### src/uep_pkg.sv
// uep_pkg: constants and carrier types for the endpoint fifo access port
// assumes an 8-bit firmware register port and a 25 MHz core clock
//
// Notes on behaviour
// - command/status bits: 7 empty, 6 ready, 5 setup, 4:3 pipe, 2 flush, 1 dir, 0 request
// - direction 1 is write, 0 is read; toggling it before release ends the transfer
// - flush empties the selected fifo even when it is not ready
// - pipe select 00 picks the control fifo, 01 the interrupt fifo
// - setup flag stays set until firmware clears it
// - ready shows whether the selected fifo can take the requested access
// - empty flag set on zero-length packet, cleared by fifo read or next setup
// - a packet holds at most eight bytes; ready drops at that limit
// - pipe busy with host is blocked; on finish pulse interrupt and show pipe
// - over three milliseconds idle sets suspend bit 0 and raises an interrupt
// - host resume sets resume bit 3 and interrupts the processor
// - end of resume clears suspend and raises another interrupt
// - remote wakeup bit 1 sends a wake pulse; host answers with resume
// - aux select 1 with bus select 0 turns d- into data, d+ into clock
// - aux mode: bits 4,5 read pins, bits 6,7 drive; output must be 1 to read
package uep_pkg;
   localparam logic [7:0] CMD_STATUS_ADDR = 8'h46;
   localparam logic [7:0] CTRL_FIFO_ADDR = 8'h48;
   localparam logic [7:0] INTR_FIFO_ADDR = 8'h49;
   localparam logic [7:0] BUS_STATUS_ADDR = 8'h1a;
   localparam logic [7:0] EP_SELECT_ADDR = 8'h1b;
   localparam int BIT_EMPTY = 7;
   localparam int BIT_READY = 6;
   localparam int BIT_SETUP = 5;
   localparam int BIT_PIPE_HI = 4;
   localparam int BIT_PIPE_LO = 3;
   localparam int BIT_FLUSH = 2;
   localparam int BIT_DIR = 1;
   localparam int BIT_REQ = 0;
   localparam int BIT_SUSPEND = 0;
   localparam int BIT_WAKE = 1;
   localparam int BIT_RESUME = 3;
   localparam int BIT_DATA_IN = 4;
   localparam int BIT_CLK_IN = 5;
   localparam int BIT_DATA_OUT = 6;
   localparam int BIT_CLK_OUT = 7;
   localparam int BIT_AUX_SEL = 4;
   localparam int BIT_BUS_SEL = 5;
   localparam logic [1:0] PIPE_CTRL = 2'h0;
   localparam logic [1:0] PIPE_INTR = 2'h1;
   localparam int FIFO_DEPTH = 8;
   localparam int CLK_HZ = 25000000;
   localparam int IDLE_US = 3000;
   localparam int IDLE_CYCLES = (CLK_HZ / 1000000) * IDLE_US + 1;
   localparam int WAKE_US = 10;
   localparam int WAKE_CYCLES = (CLK_HZ / 1000000) * WAKE_US;
   localparam logic [7:0] RESET_BYTE = 8'h00;
   localparam logic [1:0] AUX_OUT_RESET = 2'h3;

   // register port access from firmware
   typedef struct packed {
      logic wr;
      logic rd;
      logic [7:0] addr;
      logic [7:0] wdata;
   } uep_cpu_type;

   // events from the serial engine packet side
   typedef struct packed {
      logic push;
      logic [7:0] data;
      logic pipe;
      logic setup_token;
      logic packet_end;
      logic zero_len;
      logic pop;
      logic host_busy;
      logic activity;
      logic resume_sig;
   } uep_sie_type;
endpackage : uep_pkg

### src/uep_port.sv
// uep_port: fifo command/status, two endpoint fifos, suspend/resume, aux pin mode
// assumes firmware accesses are single-cycle strobes, engine events are pulses
`timescale 1ns/1ns
`default_nettype none
module uep_port #(
   parameter int DEPTH = uep_pkg::FIFO_DEPTH,
   parameter int IDLE_COUNT = uep_pkg::IDLE_CYCLES
) (
   input wire logic i_clk,
   input wire logic i_reset,
   input wire uep_pkg::uep_cpu_type i_cpu,
   output logic [7:0] o_rdata,
   input wire uep_pkg::uep_sie_type i_sie,
   output logic [7:0] o_sie_data,
   output logic o_usb_int,
   output logic o_active_pipe_number,
   output logic o_wake_drive,
   output logic o_aux_mode,
   input wire logic i_dm,
   input wire logic i_dp,
   output logic o_dm,
   output logic o_dm_oe,
   output logic o_dp,
   output logic o_dp_oe
);
   localparam int CW = $clog2(DEPTH + 1);
   typedef enum logic [1:0] {ST_ACTIVE, ST_SUSPEND, ST_RESUME} uep_pwr_type;

   logic [7:0] mem [2][DEPTH];
   logic [CW-1:0] count [2];
   logic [CW-1:0] rptr [2];
   logic [7:0] cmd;
   logic setup_flag, empty_flag, next_setup_flag, next_empty_flag;
   logic setup_seen, next_setup_seen;
   logic wsel;
   logic [1:0] pipe_sel;
   logic sel, ready;
   logic [7:0] next_rdata;
   logic [7:0] bus_reg;
   logic [1:0] ep_sel;
   uep_pwr_type pwr, next_pwr;
   logic [31:0] idle_cnt, next_idle_cnt;
   logic [15:0] wake_cnt, next_wake_cnt;
   logic resume_flag, next_resume_flag;
   logic int_pulse, next_int_pulse;
   logic cpu_data_wr, cpu_data_rd;

   assign pipe_sel = {cmd[uep_pkg::BIT_PIPE_HI], cmd[uep_pkg::BIT_PIPE_LO]};
   assign sel = (pipe_sel == uep_pkg::PIPE_INTR);
   // flush acts on the pipe named in the same write, not the one held before
   assign wsel = ({i_cpu.wdata[uep_pkg::BIT_PIPE_HI], i_cpu.wdata[uep_pkg::BIT_PIPE_LO]} == uep_pkg::PIPE_INTR);
   // ready: requested, pipe not in host use, and room or data as direction asks
   always_comb begin
      ready = 1'b0;
      if (cmd[uep_pkg::BIT_REQ] && !(i_sie.host_busy && i_sie.pipe == sel)) begin
         if (cmd[uep_pkg::BIT_DIR])
            ready = count[sel] < CW'(DEPTH);
         else
            ready = rptr[sel] < count[sel];
      end
   end
   assign cpu_data_wr = i_cpu.wr && ready && cmd[uep_pkg::BIT_DIR]
      && (i_cpu.addr == (sel ? uep_pkg::INTR_FIFO_ADDR : uep_pkg::CTRL_FIFO_ADDR));
   assign cpu_data_rd = i_cpu.rd && ready && !cmd[uep_pkg::BIT_DIR]
      && (i_cpu.addr == (sel ? uep_pkg::INTR_FIFO_ADDR : uep_pkg::CTRL_FIFO_ADDR));

   // per-fifo storage and counts; flush clears regardless of ready
   for (genvar f = 0; f < 2; f++) begin : g_fifo
      logic [CW-1:0] next_count, next_rptr;
      logic flush, end_xfer;
      assign flush = i_cpu.wr && i_cpu.addr == uep_pkg::CMD_STATUS_ADDR
         && i_cpu.wdata[uep_pkg::BIT_FLUSH] && wsel == f[0];
      // direction toggled while request held closes the transfer
      assign end_xfer = i_cpu.wr && i_cpu.addr == uep_pkg::CMD_STATUS_ADDR && sel == f[0]
         && cmd[uep_pkg::BIT_REQ] && i_cpu.wdata[uep_pkg::BIT_DIR] != cmd[uep_pkg::BIT_DIR];
      always_comb begin
         next_count = count[f];
         next_rptr = rptr[f];
         if (flush) begin
            next_count = '0;
            next_rptr = '0;
         end else if (end_xfer && !cmd[uep_pkg::BIT_DIR]) begin
            next_count = '0; // packet consumed by firmware
            next_rptr = '0;
         end else begin
            if (cpu_data_wr && sel == f[0])
               next_count = count[f] + CW'(1);
            if (cpu_data_rd && sel == f[0])
               next_rptr = rptr[f] + CW'(1);
            if (i_sie.push && i_sie.pipe == f[0] && count[f] < CW'(DEPTH))
               next_count = count[f] + CW'(1);
            if (i_sie.pop && i_sie.pipe == f[0] && rptr[f] < count[f])
               next_rptr = rptr[f] + CW'(1);
            if (i_sie.packet_end && i_sie.pipe == f[0] && rptr[f] == count[f] && rptr[f] != '0) begin
               next_count = '0;
               next_rptr = '0;
            end
            if (i_sie.setup_token && f == 0) begin
               next_count = '0; // setup overwrites the control fifo
               next_rptr = '0;
            end
         end
      end
      always_ff @(posedge i_clk) begin
         if (i_reset) begin
            count[f] <= '0;
            rptr[f] <= '0;
         end else begin
            count[f] <= next_count;
            rptr[f] <= next_rptr;
         end
      end
   end

   // data array writes from either side
   always_ff @(posedge i_clk) begin
      if (cpu_data_wr)
         mem[sel][count[sel][CW-2:0]] <= i_cpu.wdata;
      else if (i_sie.push && count[i_sie.pipe] < CW'(DEPTH))
         mem[i_sie.pipe][count[i_sie.pipe][CW-2:0]] <= i_sie.data;
   end

   // setup and empty flags: hardware set beats firmware clear
   always_comb begin
      next_setup_flag = setup_flag;
      next_setup_seen = setup_seen;
      next_empty_flag = empty_flag;
      if (i_cpu.wr && i_cpu.addr == uep_pkg::CMD_STATUS_ADDR) begin
         next_setup_flag = setup_flag & i_cpu.wdata[uep_pkg::BIT_SETUP];
         next_empty_flag = empty_flag & i_cpu.wdata[uep_pkg::BIT_EMPTY];
      end
      if (i_cpu.rd && (i_cpu.addr == uep_pkg::CTRL_FIFO_ADDR || i_cpu.addr == uep_pkg::INTR_FIFO_ADDR))
         next_empty_flag = 1'b0;
      if (i_sie.setup_token)
         next_empty_flag = 1'b0;
      if (i_sie.packet_end && i_sie.zero_len)
         next_empty_flag = 1'b1;
      // token opens the packet, so the flag waits for its end with the data loaded
      if (i_sie.packet_end)
         next_setup_seen = 1'b0;
      if (i_sie.setup_token)
         next_setup_seen = 1'b1;
      if (i_sie.packet_end && i_sie.pipe == 1'b0 && setup_seen)
         next_setup_flag = 1'b1;
   end

   // firmware read mux, registered so the output comes from a flop
   always_comb begin
      next_rdata = uep_pkg::RESET_BYTE;
      case (i_cpu.addr)
         uep_pkg::CMD_STATUS_ADDR: begin
            next_rdata = cmd;
            next_rdata[uep_pkg::BIT_EMPTY] = empty_flag;
            next_rdata[uep_pkg::BIT_READY] = ready;
            next_rdata[uep_pkg::BIT_SETUP] = setup_flag;
         end
         uep_pkg::CTRL_FIFO_ADDR, uep_pkg::INTR_FIFO_ADDR:
            next_rdata = cpu_data_rd ? mem[sel][rptr[sel][CW-2:0]] : uep_pkg::RESET_BYTE;
         uep_pkg::BUS_STATUS_ADDR: begin
            next_rdata = '0;
            next_rdata[uep_pkg::BIT_SUSPEND] = (pwr != ST_ACTIVE);
            next_rdata[uep_pkg::BIT_RESUME] = resume_flag;
            next_rdata[uep_pkg::BIT_DATA_IN] = o_aux_mode & i_dm & bus_reg[uep_pkg::BIT_DATA_OUT];
            next_rdata[uep_pkg::BIT_CLK_IN] = o_aux_mode & i_dp & bus_reg[uep_pkg::BIT_CLK_OUT];
         end
         uep_pkg::EP_SELECT_ADDR: begin
            next_rdata = '0;
            next_rdata[uep_pkg::BIT_AUX_SEL] = ep_sel[0];
            next_rdata[uep_pkg::BIT_BUS_SEL] = ep_sel[1];
         end
         default: next_rdata = uep_pkg::RESET_BYTE;
      endcase
   end

   // command bits, pin mode and output registers
   always_ff @(posedge i_clk) begin
      if (i_reset) begin
         cmd <= uep_pkg::RESET_BYTE;
         setup_flag <= 1'b0;
         empty_flag <= 1'b0;
         setup_seen <= 1'b0;
         bus_reg <= {uep_pkg::AUX_OUT_RESET, 6'h00};
         ep_sel <= 2'h0;
         o_rdata <= uep_pkg::RESET_BYTE;
         o_sie_data <= uep_pkg::RESET_BYTE;
      end else begin
         if (i_cpu.wr && i_cpu.addr == uep_pkg::CMD_STATUS_ADDR)
            cmd <= {3'h0, i_cpu.wdata[4:3], 1'b0, i_cpu.wdata[1:0]};
         if (i_cpu.wr && i_cpu.addr == uep_pkg::BUS_STATUS_ADDR)
            bus_reg <= i_cpu.wdata;
         if (i_cpu.wr && i_cpu.addr == uep_pkg::EP_SELECT_ADDR)
            ep_sel <= {i_cpu.wdata[uep_pkg::BIT_BUS_SEL], i_cpu.wdata[uep_pkg::BIT_AUX_SEL]};
         setup_flag <= next_setup_flag;
         empty_flag <= next_empty_flag;
         setup_seen <= next_setup_seen;
         o_rdata <= next_rdata;
         o_sie_data <= mem[i_sie.pipe][rptr[i_sie.pipe][CW-2:0]];
      end
   end

   // aux pin drive: open-drain style, low only when aux mode outputs a zero
   always_ff @(posedge i_clk) begin
      if (i_reset) begin
         o_aux_mode <= 1'b0;
         o_dm <= 1'b0;
         o_dp <= 1'b0;
         o_dm_oe <= 1'b0;
         o_dp_oe <= 1'b0;
      end else begin
         o_aux_mode <= ep_sel[0] & ~ep_sel[1];
         o_dm_oe <= ep_sel[0] & ~ep_sel[1] & ~bus_reg[uep_pkg::BIT_DATA_OUT];
         o_dp_oe <= ep_sel[0] & ~ep_sel[1] & ~bus_reg[uep_pkg::BIT_CLK_OUT];
      end
   end

   // suspend/resume power tracking; idle count is long so it is a parameter
   always_comb begin
      next_pwr = pwr;
      next_idle_cnt = idle_cnt;
      next_resume_flag = resume_flag;
      next_int_pulse = 1'b0;
      next_wake_cnt = (wake_cnt != '0) ? wake_cnt - 16'h0001 : '0;
      if (i_cpu.wr && i_cpu.addr == uep_pkg::BUS_STATUS_ADDR && i_cpu.wdata[uep_pkg::BIT_WAKE]
            && pwr == ST_SUSPEND)
         next_wake_cnt = 16'(uep_pkg::WAKE_CYCLES);
      if (i_sie.packet_end && !i_sie.host_busy)
         next_int_pulse = 1'b1;
      case (pwr)
         ST_ACTIVE: begin
            next_idle_cnt = i_sie.activity ? '0 : idle_cnt + 32'h0000_0001;
            next_resume_flag = 1'b0;
            if (idle_cnt >= 32'(IDLE_COUNT)) begin
               next_pwr = ST_SUSPEND;
               next_int_pulse = 1'b1;
            end
         end
         ST_SUSPEND: begin
            next_idle_cnt = '0;
            if (i_sie.resume_sig) begin
               next_pwr = ST_RESUME;
               next_resume_flag = 1'b1;
               next_int_pulse = 1'b1;
            end
         end
         ST_RESUME: begin
            if (!i_sie.resume_sig) begin
               next_pwr = ST_ACTIVE;
               next_resume_flag = 1'b0;
               next_int_pulse = 1'b1;
            end
         end
         default: next_pwr = ST_ACTIVE;
      endcase
   end

   always_ff @(posedge i_clk) begin
      if (i_reset) begin
         pwr <= ST_ACTIVE;
         idle_cnt <= '0;
         wake_cnt <= '0;
         resume_flag <= 1'b0;
         o_usb_int <= 1'b0;
         o_active_pipe_number <= 1'b0;
         o_wake_drive <= 1'b0;
      end else begin
         pwr <= next_pwr;
         idle_cnt <= next_idle_cnt;
         wake_cnt <= next_wake_cnt;
         resume_flag <= next_resume_flag;
         o_usb_int <= next_int_pulse;
         if (i_sie.packet_end)
            o_active_pipe_number <= i_sie.pipe;
         o_wake_drive <= (next_wake_cnt != '0);
      end
   end

   // checks
   ovf_guard_a: assert property (@(posedge i_clk) disable iff (i_reset)
      count[0] <= CW'(DEPTH) && count[1] <= CW'(DEPTH)) else $error("fifo count above limit");
   flush_empty_a: assert property (@(posedge i_clk) disable iff (i_reset)
      i_cpu.wr && i_cpu.addr == uep_pkg::CMD_STATUS_ADDR && i_cpu.wdata[uep_pkg::BIT_FLUSH]
      |=> count[$past(wsel)] == '0) else $error("flush did not empty fifo");
   suspend_int_a: assert property (@(posedge i_clk) disable iff (i_reset)
      pwr == ST_ACTIVE && next_pwr == ST_SUSPEND |=> o_usb_int) else $error("no interrupt on suspend");
   resume_set_a: assert property (@(posedge i_clk) disable iff (i_reset)
      pwr == ST_SUSPEND && i_sie.resume_sig |=> resume_flag && o_usb_int) else $error("resume missed");
   resume_end_a: assert property (@(posedge i_clk) disable iff (i_reset)
      pwr == ST_RESUME && !i_sie.resume_sig |=> pwr == ST_ACTIVE && o_usb_int) else $error("resume end");
   setup_hold_a: assert property (@(posedge i_clk) disable iff (i_reset)
      setup_flag && !(i_cpu.wr && i_cpu.addr == uep_pkg::CMD_STATUS_ADDR) |=> setup_flag)
      else $error("setup flag lost");
   empty_set_a: assert property (@(posedge i_clk) disable iff (i_reset)
      i_sie.packet_end && i_sie.zero_len |=> empty_flag) else $error("empty flag not set");
   aux_mode_a: assert property (@(posedge i_clk) disable iff (i_reset)
      ep_sel == 2'h1 |=> o_aux_mode) else $error("aux mode not entered");
   busy_block_a: assert property (@(posedge i_clk) disable iff (i_reset)
      i_sie.host_busy && i_sie.pipe == sel |-> !ready) else $error("ready during host use");
   cover_suspend_c: cover property (@(posedge i_clk) disable iff (i_reset) pwr == ST_SUSPEND);
   cover_full_c: cover property (@(posedge i_clk) disable iff (i_reset) count[1] == CW'(DEPTH));
   cover_resume_c: cover property (@(posedge i_clk) disable iff (i_reset) pwr == ST_RESUME);
   // setup capture and remote wake are the other paths worth seeing
   cover_setup_c: cover property (@(posedge i_clk) disable iff (i_reset) setup_flag);
   cover_wake_c: cover property (@(posedge i_clk) disable iff (i_reset) o_wake_drive && pwr == ST_SUSPEND);
endmodule : uep_port
`default_nettype wire

### config.mk
export PLATFORM = sky130hd
export DESIGN_NAME = uep_port
export DESIGN_NICKNAME = d
export VERILOG_FILES = /design/src/uep_pkg.sv /design/src/uep_port.sv
export SDC_FILE = /design/constraint.sdc
export NUM_CORES = 1
export LEC_CHECK = 0
export BUFFER_PORTS_ARGS = -buffer_cell sky130_fd_sc_hd__buf_4
export CAP_MARGIN = 20
export CORE_MARGIN = 2
export CORE_UTILIZATION = 25
export DETAILED_ROUTE_END_ITERATION = 8
export SETUP_SLACK_MARGIN = 0.05
export SLEW_MARGIN = 30
export SYNTH_ARGS = -nofsm -noshare
export SYNTH_HDL_FRONTEND = slang
export SYNTH_SLANG_ARGS = --single-unit
### constraint.sdc
create_clock -name i_clk -period 7 [get_ports i_clk]
set_input_delay 1.05 -clock i_clk [delete_from_list [all_inputs] [get_ports i_clk]]
set_output_delay 1.05 -clock i_clk [all_outputs]
set_load 0.01 [all_outputs]
Word-level counts from Yosys, hierarchy flattened
Memory sizes are Yosys's and may differ from the RTL's. Cells that the tools add are included.

Bits in registers: 90. RAM bits: 144. Bits of input ports: 39. Logic and storage cells: 225. Memories: 3.

Add/sub/neg operators: 6. Order comparisons: 14. Eq/ne operators: 17. Muxes and demuxes: 76. Bitwise operators: 23. Reduce and logical (&&, ||, !) cells: 68.

Memories: mem (depth 2, width 64, read ports 2, clocked after Yosys merged registers in 0, write ports 1, line uep_port.sv:29) `logic [7:0] mem [2][DEPTH];`; count (depth 2, width 4, read ports 4, clocked after Yosys merged registers in 0, write ports 2, line uep_port.sv:30) `logic [CW-1:0] count [2];`; rptr (depth 2, width 4, read ports 4, clocked after Yosys merged registers in 0, write ports 2, line uep_port.sv:31) `logic [CW-1:0] rptr [2];`.

Operators by type and width (count): $mux W64 (4); $mux W4 (26); $pmux W32 S2 (1); $reduce_or A64 Y1 (1); $mux W8 (7); $logic_and A1 B1 Y1 (49); $bmux W8 S3 (2); $demux W8 S3 (2); $add A32 B1 Y32 const B (1); $ge A32 B17 Y1 const B (1); $mux W16 (2); $mux W32 (1); $pmux W8 S4 (1); $reduce_bool A16 Y1 (2); $eq A8 B7 Y1 const B (3); $mux W1 (24); $add A4 B1 Y4 const B (4); $eq A8 B5 Y1 const B (2); $ge A4 B4 Y1 const B (4); $lt A4 B4 Y1 const B (4); $not A3 Y4 (4); $sub A16 B1 Y16 const B (1); $lt A4 B4 Y1 (3); $reduce_bool A4 Y1 (3); other kinds (21) (52).

Depth between registers and ports, before layout
Gate-level depths: netlist (run 1).

Depth in word-level cells: 17. Gate-level depth with buffers: 11.

Least setup slack after synthesis (run 1)
No wires, ideal clock.

Kind: in2reg. Start point: input port i_cpu[13] (netlist bit). End point: memory mem[1][0] (netlist bit) (enable). Library setup time: 0.370 ns. Arrival: 3.410 ns. Path slack: 3.219 ns. Stages: 7. Cells stage by stage: or4b_4 or4_4 a2111oi_4 nor4_1 or3b_1 buf_2 nor2_1.

Cells in the longest elaborated chain, start to end: 6. Elaborated cells on any way between the ends: 9. Those cells by class: eq/ne (1); mux (6); reduce/logical (2).

RTL lines: start, declared (line uep_port.sv:11) `input wire uep_pkg::uep_cpu_type i_cpu,`; $eq A8 B7 Y1 * (line uep_port.sv:63) `&& (i_cpu.addr == (sel ? uep_pkg::INTR_FIFO_ADDR : uep_pkg::CTRL_FIFO_ADDR));`; $logic_and A1 B1 Y1 * (line uep_port.sv:63); $mux W1 (line uep_port.sv:117) `if (cpu_data_wr)`; $mux W64 (implied by the code) (line uep_port.sv:120) `mem[i_sie.pipe][count[i_sie.pipe][CW-2:0]] <= i_sie.data;`; $reduce_or A64 Y1 (no line); $mux W1 (no line) / $mux W64 (equally long branches); end, declared (line uep_port.sv:29).

Every way passes the cells marked *; elsewhere a longest branch is shown, timed or not.

Final worst setup path (run 1)
Start point: input port i_cpu[13] (netlist bit). End point: memory mem[1][58] (netlist bit) (enable).

The elaborated chain is that of the path after synthesis.

==> results, run 1 <==
- The first detailed-routing pass ran for 5 iterations.
- The worst hold path belongs to the class register to register.
- The number of routed nets with antenna violations is 0.
- The initialized floorplan defines 79 standard-cell rows.
- The die is 219.8 um tall.
- The later pin in the worst-skew pair is clocked with a latency of 0.54 ns.
- After detailed placement, the total cell area comes to 0.01272 mm2.
- The area overhead of the layout relative to synthesis is 16.94%.
- The total count of max-transition violations in the final report is 0.
- The worst path needs 4.197 ns of the cycle, external delays included.
- The total DRC errors in the routed layout is 0.
- The area of the core is 0.04626 mm2.
- The cell count after synthesis is 1046.
- Of the synthesized area, sequential elements account for 50.22%.
- The count of input and output buffers is 60.
- In the synthesized netlist the dominant register cell turns out to be sky130_fd_sc_hd__edfxtp_1.
- In this design, the stage delay of the slowest critical-path cell is 0.69 ns.
- The final count of hold timing violations is 0.
- The endpoint identified for the worst register-to-register timing path is mem[1][58].
- Traced cell by cell, the critical path runs through buf_4 -> or4b_4 -> or4_4 -> a2111oi_4 -> nor4_1 -> or3b_1 -> nor2_1.
- The via count of the first global-routing pass is 8371.
- Yosys attributes the largest share of cell area to sky130_fd_sc_hd__edfxtp_1, sky130_fd_sc_hd__dfxtp_1, sky130_fd_sc_hd__mux4_2.
- The most numerous cell in the Yosys netlist is sky130_fd_sc_hd__edfxtp_1.
- By startpoint and endpoint, the worst setup path is classified as primary input to register.
- The TritonCTS clock tree is yes.
- The setup slack after placement is 2.307 ns.
- Entering global routing, the biggest net connects 68 pins.
- The endpoint of the most critical setup path is mem[1][58].
- The H-tree depth reported by CTS is 1.
- For the pin with the worst max-slew slack, the measured transition is 0.9732 ns.
- The initial antenna violation count is 0.
- For this design the static power due to leakage is 0.004489 uW.
- VDD sags by at most 0.0001585 V.
- The ratio of cells with drive above 1 in the final layout is 17.66%.
- The violation count after the first detailed-routing iteration is 860.
- The number of CTS-inserted buffers is 26.
- Measured against its own limit, the worst slew margin works out to 34.88%.
- The cell type with the highest aggregate area in the netlist is sky130_fd_sc_hd__edfxtp_1.
- By count the netlist is led by sky130_fd_sc_hd__edfxtp_1, sky130_fd_sc_hd__dfxtp_1, sky130_fd_sc_hd__nand2_1, sky130_fd_sc_hd__nor2_1, sky130_fd_sc_hd__a21oi_1.
- The power density over the cells is 244.6 mW/mm2.
- The run finished with clean final reports.
- After the last flow step, the layout net total stands at 1144.
- Summed over its instances, the top area cell type makes up 33.02% of the synthesized netlist area.
- In this run the register-to-register setup slack is 3.25 ns.
- The placer congestion estimate is 0.8835.
- The global-route usage over all layers is 13.82%.
- The top-level port count is 63.
- The number of enable flip-flop cells after synthesis is 128.
- In the final timing run, aggregate negative setup slack is 0 ns.
- The startpoint type of the worst setup path is a primary input.
- The first global-routing pass estimated 51050 um of wire.
- The number of diodes added for antenna fixing is 0.
- The initial core utilization is 25.16%.
- The die is 219.8 um wide.
- The cell depth of the worst min-delay path is 1.
- Setup repair after global routing left no endpoint under its margin.
- The setup violation total in the final timing report is 0.
- The die covers 0.04830 mm2.
- Gates resized during post-CTS repair numbered 0.
- The clock-pin slew on the worst setup and hold paths is 0.06 ns.
- The async set-reset flop share out of synthesis is 0%.
- The buffer type at the clock tree root is sky130_fd_sc_hd__clkbuf_16.
- The mean number of vias per cell is 5.157.
- The mean post-synth cell area is 11.13 um2.
- The launching element of the worst setup path is i_cpu[13].
- The clock passes through at most 3 buffers.
- The worst endpoint data arrival time is 4.36 ns.
- The number of cells traversed by the worst register-to-register path is 7.
- The critical register-to-register path startpoint is cmd[3].
- The cell area that synthesis handed to floorplanning was 0.01164 mm2.
- STA puts the critical path data required time at 7.17 ns.
- The number of different library cells in the post-synthesis netlist is 72.
- The post-synthesis register bit count is 228.
- After global routing the overflow that remains totals 0.
- Across the routed clock network, the largest skew measured is 0.009348 ns.
- Summing over every cut layer, the via total after detailed routing is 8823.
- The total length of routed wires is 33950 um.
- The routed wire length per instance is 19.84 um.
- Final hold analysis gives a worst-case slack of 0.4431 ns.
- The least setup slack across all paths after layout is 2.803 ns.
- Along the worst path, the maximum fanout reaches 13.
- The clock sink count is 228.
- The reported max-cap violation count is 0.
- The design draws 3330 uW.
- The number of warning messages in the yosys log is 0.
- The slowest cell on the critical path is sky130_fd_sc_hd__nor2_1.
- The total non-filler cell area in the finished layout is 0.01361 mm2.
- The register with the most flip-flops in the layout has 128 of them.
- Once detailed placement completed, the half-perimeter wirelength came to 24240 um.
- The highest attainable clock frequency is 0.2383 GHz.
- The number of buffers inserted to repair setup after CTS is 0.
- The worst setup path is captured at a register.
- Dividing the final minimum period by the clock period gives 59.96%.
- The cts-stage hold buffer count is 0.
## layer usage
layer	track usage, %	part of all wire, %	up-vias	wire (um)
met5	0	0	-	0
met1	18.33	43	4363	14620
li1	-	-	4064	-
met2	22.52	46	342	15730
met3	2.747	7.8	54	2651
met4	4.564	2.8	0	954
## power breakdown
group          switching, uW  total (uW)  leakage, uW  internal, uW
clock network            595        1400     0.000436           803
logic                    242         417      0.00209           175
registers               45.2        1510      0.00197          1470
total                    882        3330      0.00449          2450
## layout by cell type, fill, tap and decap left out, drive strengths merged, types with 6 or more instances in the layout
master / count
nand2b: 12
nand2: 84
nor3: 22
a211oi: 20
nor4: 13
or3: 16
xor2: 6
nand3: 19
a211o: 6
nor2: 84
mux2i: 61
buf: 70
o21ai: 53
dfxtp: 100
ha: 21
a21oi: 72
a31oi: 14
or4: 11
and3: 8
xnor2: 14
mux2: 8
a22oi: 7
clkbuf: 32
mux4: 47
inv: 38
nor2b: 20
edfxtp: 128
nand4: 17
nand3b: 9
a21o: 6
## cell families after synthesis
family / Yosys count / synth area share [%]
other: 1 / 0.03222
multiplexers: 116 / 15.15
buffers and inverters: 92 / 3.139
AND/OR/NAND/NOR: 345 / 15.44
adder cells (fa/ha/maj): 21 / 2.257
XOR/XNOR: 20 / 1.505
AO/OA/AOI/OAI: 223 / 12.27
flip-flops: 228 / 50.22
## per-stage QoR
| step | std cells | util, % |
|---|---|---|
| floorplan | 1047 | - |
| global placement | 1663 | 27.48 |
| detailed placement | 1663 | 27.49 |
| CTS | 1711 | 29.41 |
| global route | 1711 | 29.43 |
| finish | 1711 | 29.43 |
## final cells by class
class | instances | area (um2)
Clock buffer | 32 | 738.2
Clock inverter | 16 | 148.9
Fill cell | 4707 | 32650
Inverter | 31 | 116.4
Multi-Input combinational cell | 727 | 5475
Sequential cell | 228 | 5848
Tap cell | 607 | 759.5
Timing Repair Buffer | 70 | 525.5
## critical path: cells and delay by family
family | cells | cell delay, ns
AOI/OAI and AO/OA | 1 | 0.65
buffers and inverters | 1 | 0.12
and+or+nand+nor | 5 | 2.54
## worst min-delay path by stage
stage | slack [ns] | startpoint | endpoint
6_report | 0.44 | bus_reg[6] | o_dm_oe
5_1_grt | 0.48 | bus_reg[6] | o_dm_oe
3_3_place_gp | 0.43 | bus_reg[6] | o_dm_oe
2_1_floorplan | 0.41 | bus_reg[6] | o_dm_oe
4_1_cts | 0.44 | bus_reg[6] | o_dm_oe
3_5_place_dp | 0.43 | bus_reg[6] | o_dm_oe
Power figures use the tool's default switching activity.
==> run 2: changes to the inputs <==
- ABC_AREA: not set -> 1
- clock period: 7 -> 4.2 ns (I/O delays scaled with it)
==> run 2 against run 1 <==
Sequential share of layout area fell by 2.4 points. Global-route usage rose by 1.0 points. Power rose by 79%. First-iteration DRC count rose by 70%. Synthesized cell count rose by 55%. Highest routed layer unchanged.
==> results, run 2 <==
- Across every metal layer, demand over resource in global routing totals 14.82%.
- After global routing the overflow that remains totals 0.
- The worst register-to-register path ends at mem[1][0].
- The cts-stage hold buffer count is 0.
- The reported max-cap violation count is 0.
- The share of the Yosys chip area taken by registers is 46.90%.
- The H-tree depth reported by CTS is 1.
- Wires add up to 38960 um.
- The highest attainable clock frequency is 0.2990 GHz.
- The die is 227.3 um tall.
- Per report_power, the clock group accounts for 40.4% of the total.
- Of the total power, the share spent switching nets is 28.89%.
- The most numerous cell in the Yosys netlist is sky130_fd_sc_hd__nand2_1.
- The max-slew headroom at the worst pin is 33.74%.
- In this run the worst path has a maximum fanout of 22.
- The die area is 0.05166 mm2.
- In this run the power spent charging and discharging nets is 1723 uW.
- The number of CTS-inserted buffers is 25.
- The internal power is 4240 uW.
- The clock-pin slew on the worst setup and hold paths is 0.07 ns.
- Once detail routing completed, the nets flagged for antenna violations numbered 0.
- The worst hold path belongs to the class primary input to register.
- The flow ran to the end, and the final reports show no timing, DRC or antenna violations.
- In this run, synthesis inferred 128 flip-flops with an integrated enable.
- The number of buffers inserted to repair setup after CTS is 0.
- The placer congestion estimate is 0.9599.
- The maximum VDD drop is 0.0002517 V.
- The library cells used most frequently in the layout, excluding fill and tap cells, are sky130_fd_sc_hd__nand2_1, sky130_fd_sc_hd__nor2_1, sky130_fd_sc_hd__inv_1.
- For this run, the detailed router's first-pass iteration total came to 6.
- Entering global routing, the biggest net connects 106 pins.
- The initial core utilization is 25.41%.
- The total DRC errors in the routed layout is 0.
- The number of diodes added for antenna fixing is 0.
- The post-synthesis register bit count is 228.
- The clock latency on the worst-skew pair is 0.57 ns.
- TritonCTS built the clock tree.
- The area overhead of the layout relative to synthesis is 15.61%.
- After synthesis, the mean cell area works out to 7.685 um2.
- Data on the critical path is required at its endpoint by 4.40 ns.
- Setup repair after global routing left no endpoint under its margin.
- The net count of the finished layout is 1713.
- The violation count after the first detailed-routing iteration is 1463.
- The ratio of cells with drive above 1 in the final layout is 8.792%.
- At the worst endpoint, the arrival time is 3.54 ns.
- Cells fill 29.38% of the core in the end.
- The number of warning messages in the yosys log is 0.
- The total count of max-transition violations in the final report came to 0.
- The cell depth of the worst min-delay path is 3.
- The fill cell total of the finished layout is 5248.
- The cell family with the largest share of critical-path delay is simple AND/OR/NAND/NOR gates.
- The delay of the slowest cell on the worst path is 0.64 ns.
- The critical path goes through nand2_4 -> nand2_1 -> o21ai_2 -> buf_4 -> ha_1 -> nand2_1 -> nand2_1 -> nand2_1 -> nand2_2 -> nand2_4 -> nand3_4 -> nand2_4 -> nand2_1 -> o21ai_4 -> nor2_1.
- The setup slack after placement is 0.6307 ns.
- Pin placement for this block handled 63 I/O pins.
- The mean number of vias per cell is 4.900.
- The number of cells traversed by the worst register-to-register path is 15.
- The post-cts repair resize count is 0.
- The row count is 81.
- Yosys mapped the design onto 48 distinct sky130hd cell types.
- The routed wire length per instance is 16.68 um.
- The via count of the first global-routing pass is 10317.
- The source of the worst hold timing path is i_sie[4].
- Across all setup checks in the final design, the least slack found is 0.8559 ns.
- Per report_power, the sequential group accounts for 42.6% of the total.
- The floorplan die width is 227.3 um.
- The shortest period the worst path allows is 3.344 ns.
- The placed instance area is 0.01352 mm2.
- The critical register-to-register path startpoint is cmd[3].
- The slowest stage of the critical path belongs to the cell sky130_fd_sc_hd__nor2_1.
- STA classifies the critical path startpoint as a register.
- The worst hold path terminates at empty_flag.
- The cell count after synthesis is 1622.
- Buffers placed on the I/O ports in this run total 60.
- The initial antenna violation count was 2.
- Across all hold checks on the routed design, the worst slack comes to 0.3131 ns.
- Counting along the longest clock path gives a buffer depth of 3.
- The combinational cell fraction of total power is 17.1%.
- The cell type with the highest aggregate area in the netlist is sky130_fd_sc_hd__edfxtp_1.
- Setup slack on the worst reg-to-reg path comes out at 0.86 ns.
- The buffer type at the clock tree root is sky130_fd_sc_hd__clkbuf_16.
- The final count of hold timing violations was 0.
- The clock sink count is 228.
- The number of buffers and inverters on the critical path is 1.
- The transition at the pin with the smallest max-transition slack is 0.9928 ns.
- The type of element capturing the critical path is a register.
- Ranked by total cell area, the synthesized netlist is headed by sky130_fd_sc_hd__edfxtp_1, sky130_fd_sc_hd__dfxtp_1, sky130_fd_sc_hd__nand2_1.
- Counting stages on the worst path, the most repeated cell is sky130_fd_sc_hd__nand2_1.
- In the finished design, the share of the clock period the worst path needs comes to 79.62%.
- The detailed router placed 11447 vias in this run.
- For this design the ratio of total power to cell area is 413.8 mW/mm2.
- The flip-flop cell with the highest count after synthesis is sky130_fd_sc_hd__edfxtp_1.
- The wire-length estimate of the detail-placed layout is 27370 um.
- Counting instances in the post-synthesis netlist gives the leading cell types as sky130_fd_sc_hd__nand2_1, sky130_fd_sc_hd__nor2_1, sky130_fd_sc_hd__inv_1, sky130_fd_sc_hd__o21ai_0, sky130_fd_sc_hd__edfxtp_1.
- The critical path is of the register to register type.
- Leaving out fill and tap cells, the most frequent cell in the layout is sky130_fd_sc_hd__nand2_1.
- For this design the static power due to leakage is 0.005604 uW.
- The register with the most flip-flops in the layout has 128 of them.
- The area of the core is 0.04905 mm2.
- Setup total negative slack on the finished layout was measured at 0 ns.
- After synthesis the cells add up to 0.01246 mm2.
- In the synthesized netlist the async set-or-reset flop fraction comes to 0%.
- On the final layout, the worst clock skew is 0.03306 ns.
- After routing the design area is 0.01441 mm2.
- The share of the synthesized area in the top cell type is 30.84%.
- The setup violation total in the final timing report is 0.
- The first global-routing pass estimated 59640 um of wire.
run 2: area by class of cell:
cell class	count	area, um2	area share, %
Inverter	182	683.2	4.741
Multi-Input combinational cell	1140	5587	38.77
Clock inverter	14	206.4	1.433
Timing Repair Buffer	76	574.3	3.985
Tap cell	664	830.8	5.765
Sequential cell	228	5846	40.57
Clock buffer	32	683.2	4.741
run 2: per-layer routing:
metal	part of all wire, %	global-route usage [%]
met1	46	21.63
met2	42	21.63
met3	8.9	2.981
met4	3.1	5.018
met5	0	0
run 2: worst register-to-register path, cell delays in order, from the launching register on:
cell	delay, ns
sky130_fd_sc_hd__dfxtp_1	0.46
sky130_fd_sc_hd__nand2_4	0.19
sky130_fd_sc_hd__nand2_1	0.11
sky130_fd_sc_hd__o21ai_2	0.05
sky130_fd_sc_hd__buf_4	0.20
sky130_fd_sc_hd__ha_1	0.30
sky130_fd_sc_hd__nand2_1	0.05
sky130_fd_sc_hd__nand2_1	0.05
sky130_fd_sc_hd__nand2_1	0.06
sky130_fd_sc_hd__nand2_2	0.09
sky130_fd_sc_hd__nand2_4	0.08
sky130_fd_sc_hd__nand3_4	0.21
sky130_fd_sc_hd__nand2_4	0.19
sky130_fd_sc_hd__nand2_1	0.15
sky130_fd_sc_hd__o21ai_4	0.15
sky130_fd_sc_hd__nor2_1	0.64
run 2: power by group through the flow:
stage	clock network, uW	registers, uW	logic [uW]
finish	2410	2540	1020
global route	2530	2550	1150
CTS	2460	2540	1010
detailed placement	0	2580	1010
global placement	0	2580	994
floorplan	0	2570	722
run 2: cell families after synthesis:
kind of cell | share of synthesized area, %
and+or+nand+nor | 25.05
AOI/OAI and AO/OA | 16.20
buffers and inverters | 8.382
DFF | 46.90
adders and majority gates | 2.108
xor gates and xnor gates | 1.335
other | 0.03009
run 2: how the worst max path moves through the flow:
stage	to	slack, ns	depth (start not counted)	startpoint
5_1_grt	mem[1][29]	0.59	15	cmd[3]
3_5_place_dp	mem[1][28]	0.63	8	i_sie[7]
3_3_place_gp	mem[1][4]	0.77	10	i_sie[7]
4_1_cts	mem[1][29]	0.86	15	cmd[3]
6_report	mem[1][0]	0.86	15	cmd[3]
2_1_floorplan	mem[0][0]	1.36	17	cmd[4]
run 2: per-stage QoR:
| step | std cells | total power, uW |
|---|---|---|
| after floorplan | 1623 | 3293 |
| after global placement | 2290 | 3574 |
| after detailed placement | 2290 | 3592 |
| after CTS | 2336 | 6006 |
| after global routing | 2336 | 6231 |
| final | 2336 | 5963 |
==> run 3: changes to the inputs <==
- clock period: 4.2 -> 2.8 ns (I/O delays scaled with it)
==> run 3 against run 2 <==
Flip-flop and latch count unchanged. Critical endpoint is now mem[0][28]. Sequential power increased by 50%. Largest power group unchanged. Worst hold slack got worse by 0.18 ns. Clock-buffer cell count increased by 2. Non-clock buffer count increased by 60. Clock power increased by 39%. Highest routed layer unchanged.
==> results, run 3 (synthesis gave the netlist of run 2 again) <==
- The critical path goes through nand2_4 -> nand2_1 -> o21ai_2 -> ha_1 -> nand2_1 -> nor2_1 -> nand2_1 -> nand2_2 -> nand2_4 -> nand3_4 -> buf_6 -> nand3_1 -> o21ai_1 -> inv_1 -> nor2_1 -> buf_4.
- The reported max-cap violation count is 0.
- For this run, the number of standard cells in the final layout without fillers is 2398.
- STA classifies the critical path endpoint as a register.
- Based on the critical path, the design can be clocked at up to 0.3802 GHz.
- The vias after detailed routing is 11541.
- The worst endpoint data arrival time is 2.88 ns.
- The number of buffers inserted to repair setup after CTS is 0.
- The number of diodes added for antenna fixing is 0.
- After the first detailed-routing iteration, the DRC count stood at 1235.
- The final layout net count is 1774.
- The worst pin sits at a relative slew slack of 58.40%.
- The initial antenna violation count is 0.
- The sum of overflow across all layers after global routing is 0.
- The area of the core is 0.04905 mm2.
- In the final routed layout, each cell accounts on average for 16.75 um.
- The placer congestion estimate is 0.9469.
- The library cells used most frequently in the layout, excluding fill and tap cells, are sky130_fd_sc_hd__nand2_1, sky130_fd_sc_hd__nor2_1, sky130_fd_sc_hd__inv_1.
- After detailed routing, the total wire length is 40170 um.
- For this design, the CTS-stage hold fixing added 0 buffers.
- The fill cell total of the finished layout is 5236.
- The first global-routing pass estimated 62370 um of wire.
- The number of buffers and inverters on the critical path is 3.
- The required time of the critical path is 3.04 ns.
- The ratio of cells with drive above 1 in the final layout is 12.23%.
- In this run the worst path has a maximum fanout of 21.
- The tree built by TritonCTS fans out to 228 sinks.
- The setup clock skew after layout is 0.008710 ns.
- The final-layout worst hold slack is 0.1367 ns.
- Clock latency on the worst-skew pair, taken at its later pin, is 0.54 ns.
- The worst min-delay path class is primary input to register.
- The total non-filler cell area in the finished layout is 0.01488 mm2.
- The number of flip-flops in the largest register is 128.
- Before CTS, the worst setup slack after placement is 0.07816 ns.
- The die is 227.3 um tall.
- The area of the multi-input gates is 0.005624 mm2.
- The shortest period the worst path allows is 2.631 ns.
- Dividing the detail-routed via count by the number of cells gives 4.813.
- The clock-pin slew on the worst setup and hold paths is 0.06 ns.
- The slowest stage of the critical path belongs to the cell sky130_fd_sc_hd__dfxtp_1.
- The clock passes through at most 3 buffers.
- The worst setup path is of the register to register kind.
- The leakage power total is 0.005889 uW.
- In this run the tool buffered the top-level ports with 60 buffer cells.
- The delay of the slowest cell on the worst path is 0.37 ns.
- Across the VDD grid, the largest voltage drop is 0.0003174 V.
- The run finished with clean final reports.
- Setup repair after global routing could not meet its margin everywhere.
- The cell family with the largest share of critical-path delay is simple AND/OR/NAND/NOR gates.
- The detailed-router iteration count before antenna repair is 5.
- The total count of max-transition violations in the final report is 0.
- The wire-length estimate of the detail-placed layout is 29040 um.
- After layout, the design draws a total of 8752 uW.
- The total DRC errors in the routed layout is 0.
- The final count of hold timing violations is 0.
- The number of CTS-inserted buffers is 26.
- The top-level port count is 63.
- TritonCTS built the clock tree.
- The placed instance area is 0.01402 mm2.
- The cell sitting at the root of the clock tree is a sky130_fd_sc_hd__clkbuf_16.
- CTS built an H-tree with a depth of 1.
- The initial utilization of the core area, before any placement, comes to 25.41%.
- In this run the power density over the cells is 588.0 mW/mm2.
- Setup violations remaining at the end of the flow were counted as 0.
- The cell seen most often among critical-path stages is sky130_fd_sc_hd__nand2_1.
- Across all setup checks in the final design, the least slack found is 0.1695 ns.
- The post-route clock period utilization is 93.95%.
- The floorplan step defined a die boundary enclosing 0.05166 mm2.
- The area overhead of the layout relative to synthesis is 19.41%.
- After detailed placement, the design holds a cell count of 2350.
- The row count is 81.
- The library cell used most frequently in the layout, excluding fill and tap cells, is sky130_fd_sc_hd__nand2_1.
- In this run the remaining antenna-violating nets after routing total 0.
- The startpoint type of the worst setup path is a register.
- The via count of the first global-routing pass was 10876.
- The maximum number of pins on one net before global-route repair is 106.
- The global-route usage over all layers is 15.51%.
- The total area of sequential cells is 0.005846 mm2.
- The transition at the pin with the smallest max-transition slack is 0.6233 ns.
- In this run the horizontal extent of the chip is 227.3 um.
==> run 3: cell types whose count changed in the layout (fill, tap and decap cells not counted), moves of 3 or more <==
cell	delta
sky130_fd_sc_hd__clkinv_4	-3
sky130_fd_sc_hd__buf_12	+3
sky130_fd_sc_hd__bufinv_16	-3
sky130_fd_sc_hd__a21oi_1	-3
sky130_fd_sc_hd__buf_4	+56
sky130_fd_sc_hd__a21oi_4	+3
sky130_fd_sc_hd__clkinvlp_4	+4
==> run 3: final cells by class <==
class | instances | share of cell area, %
clock inverters | 14 | 0.7313
well taps | 664 | 5.582
multi-input cells | 1140 | 37.79
inverters | 182 | 4.590
repair buffers | 136 | 7.162
flip-flops and latches | 228 | 39.27
clock buffers | 34 | 4.876
==> run 3: repair_timing <==
action	in CTS	in global routing
resized for setup	0	6
endpoints found under the setup margin	0	88
hold endpoints to repair	0	0
==> run 3: final timing paths <==
check	start	end	slack, ns	cells after the start
max reg2reg	cmd[3]	mem[0][28]	0.17	16
min	i_reset	cmd[1]	0.14	2
max	cmd[3]	mem[0][28]	0.17	16
min reg2reg	wake_cnt[0]	wake_cnt[0]	0.42	1
==> run 3: stage by stage <==
step	TNS (ns)	util (%)
final	0	30.34
after global routing	0	30.34
after CTS	0	30.28
after detailed placement	0	28.57
after global placement	0	28.57
after floorplan	-5.751	-
==> run 3: metal layers <==
layer | wire length [um] | part of all wire [%] | GRT usage (%) | up-vias
met3 | 2984 | 7.4 | 3.149 | 88
met4 | 1493 | 3.7 | 5.166 | 0
met2 | 17800 | 44 | 24.53 | 444
li1 | - | - | - | 5640
met1 | 17890 | 45 | 21.10 | 5369
met5 | 0 | 0 | 0 | -
==> run 3: where the power goes <==
part	internal [uW]	switching, uW	total [uW]
Clock	1920	1430	3360
Combinational	564	1030	1590
Sequential	3710	94.7	3810
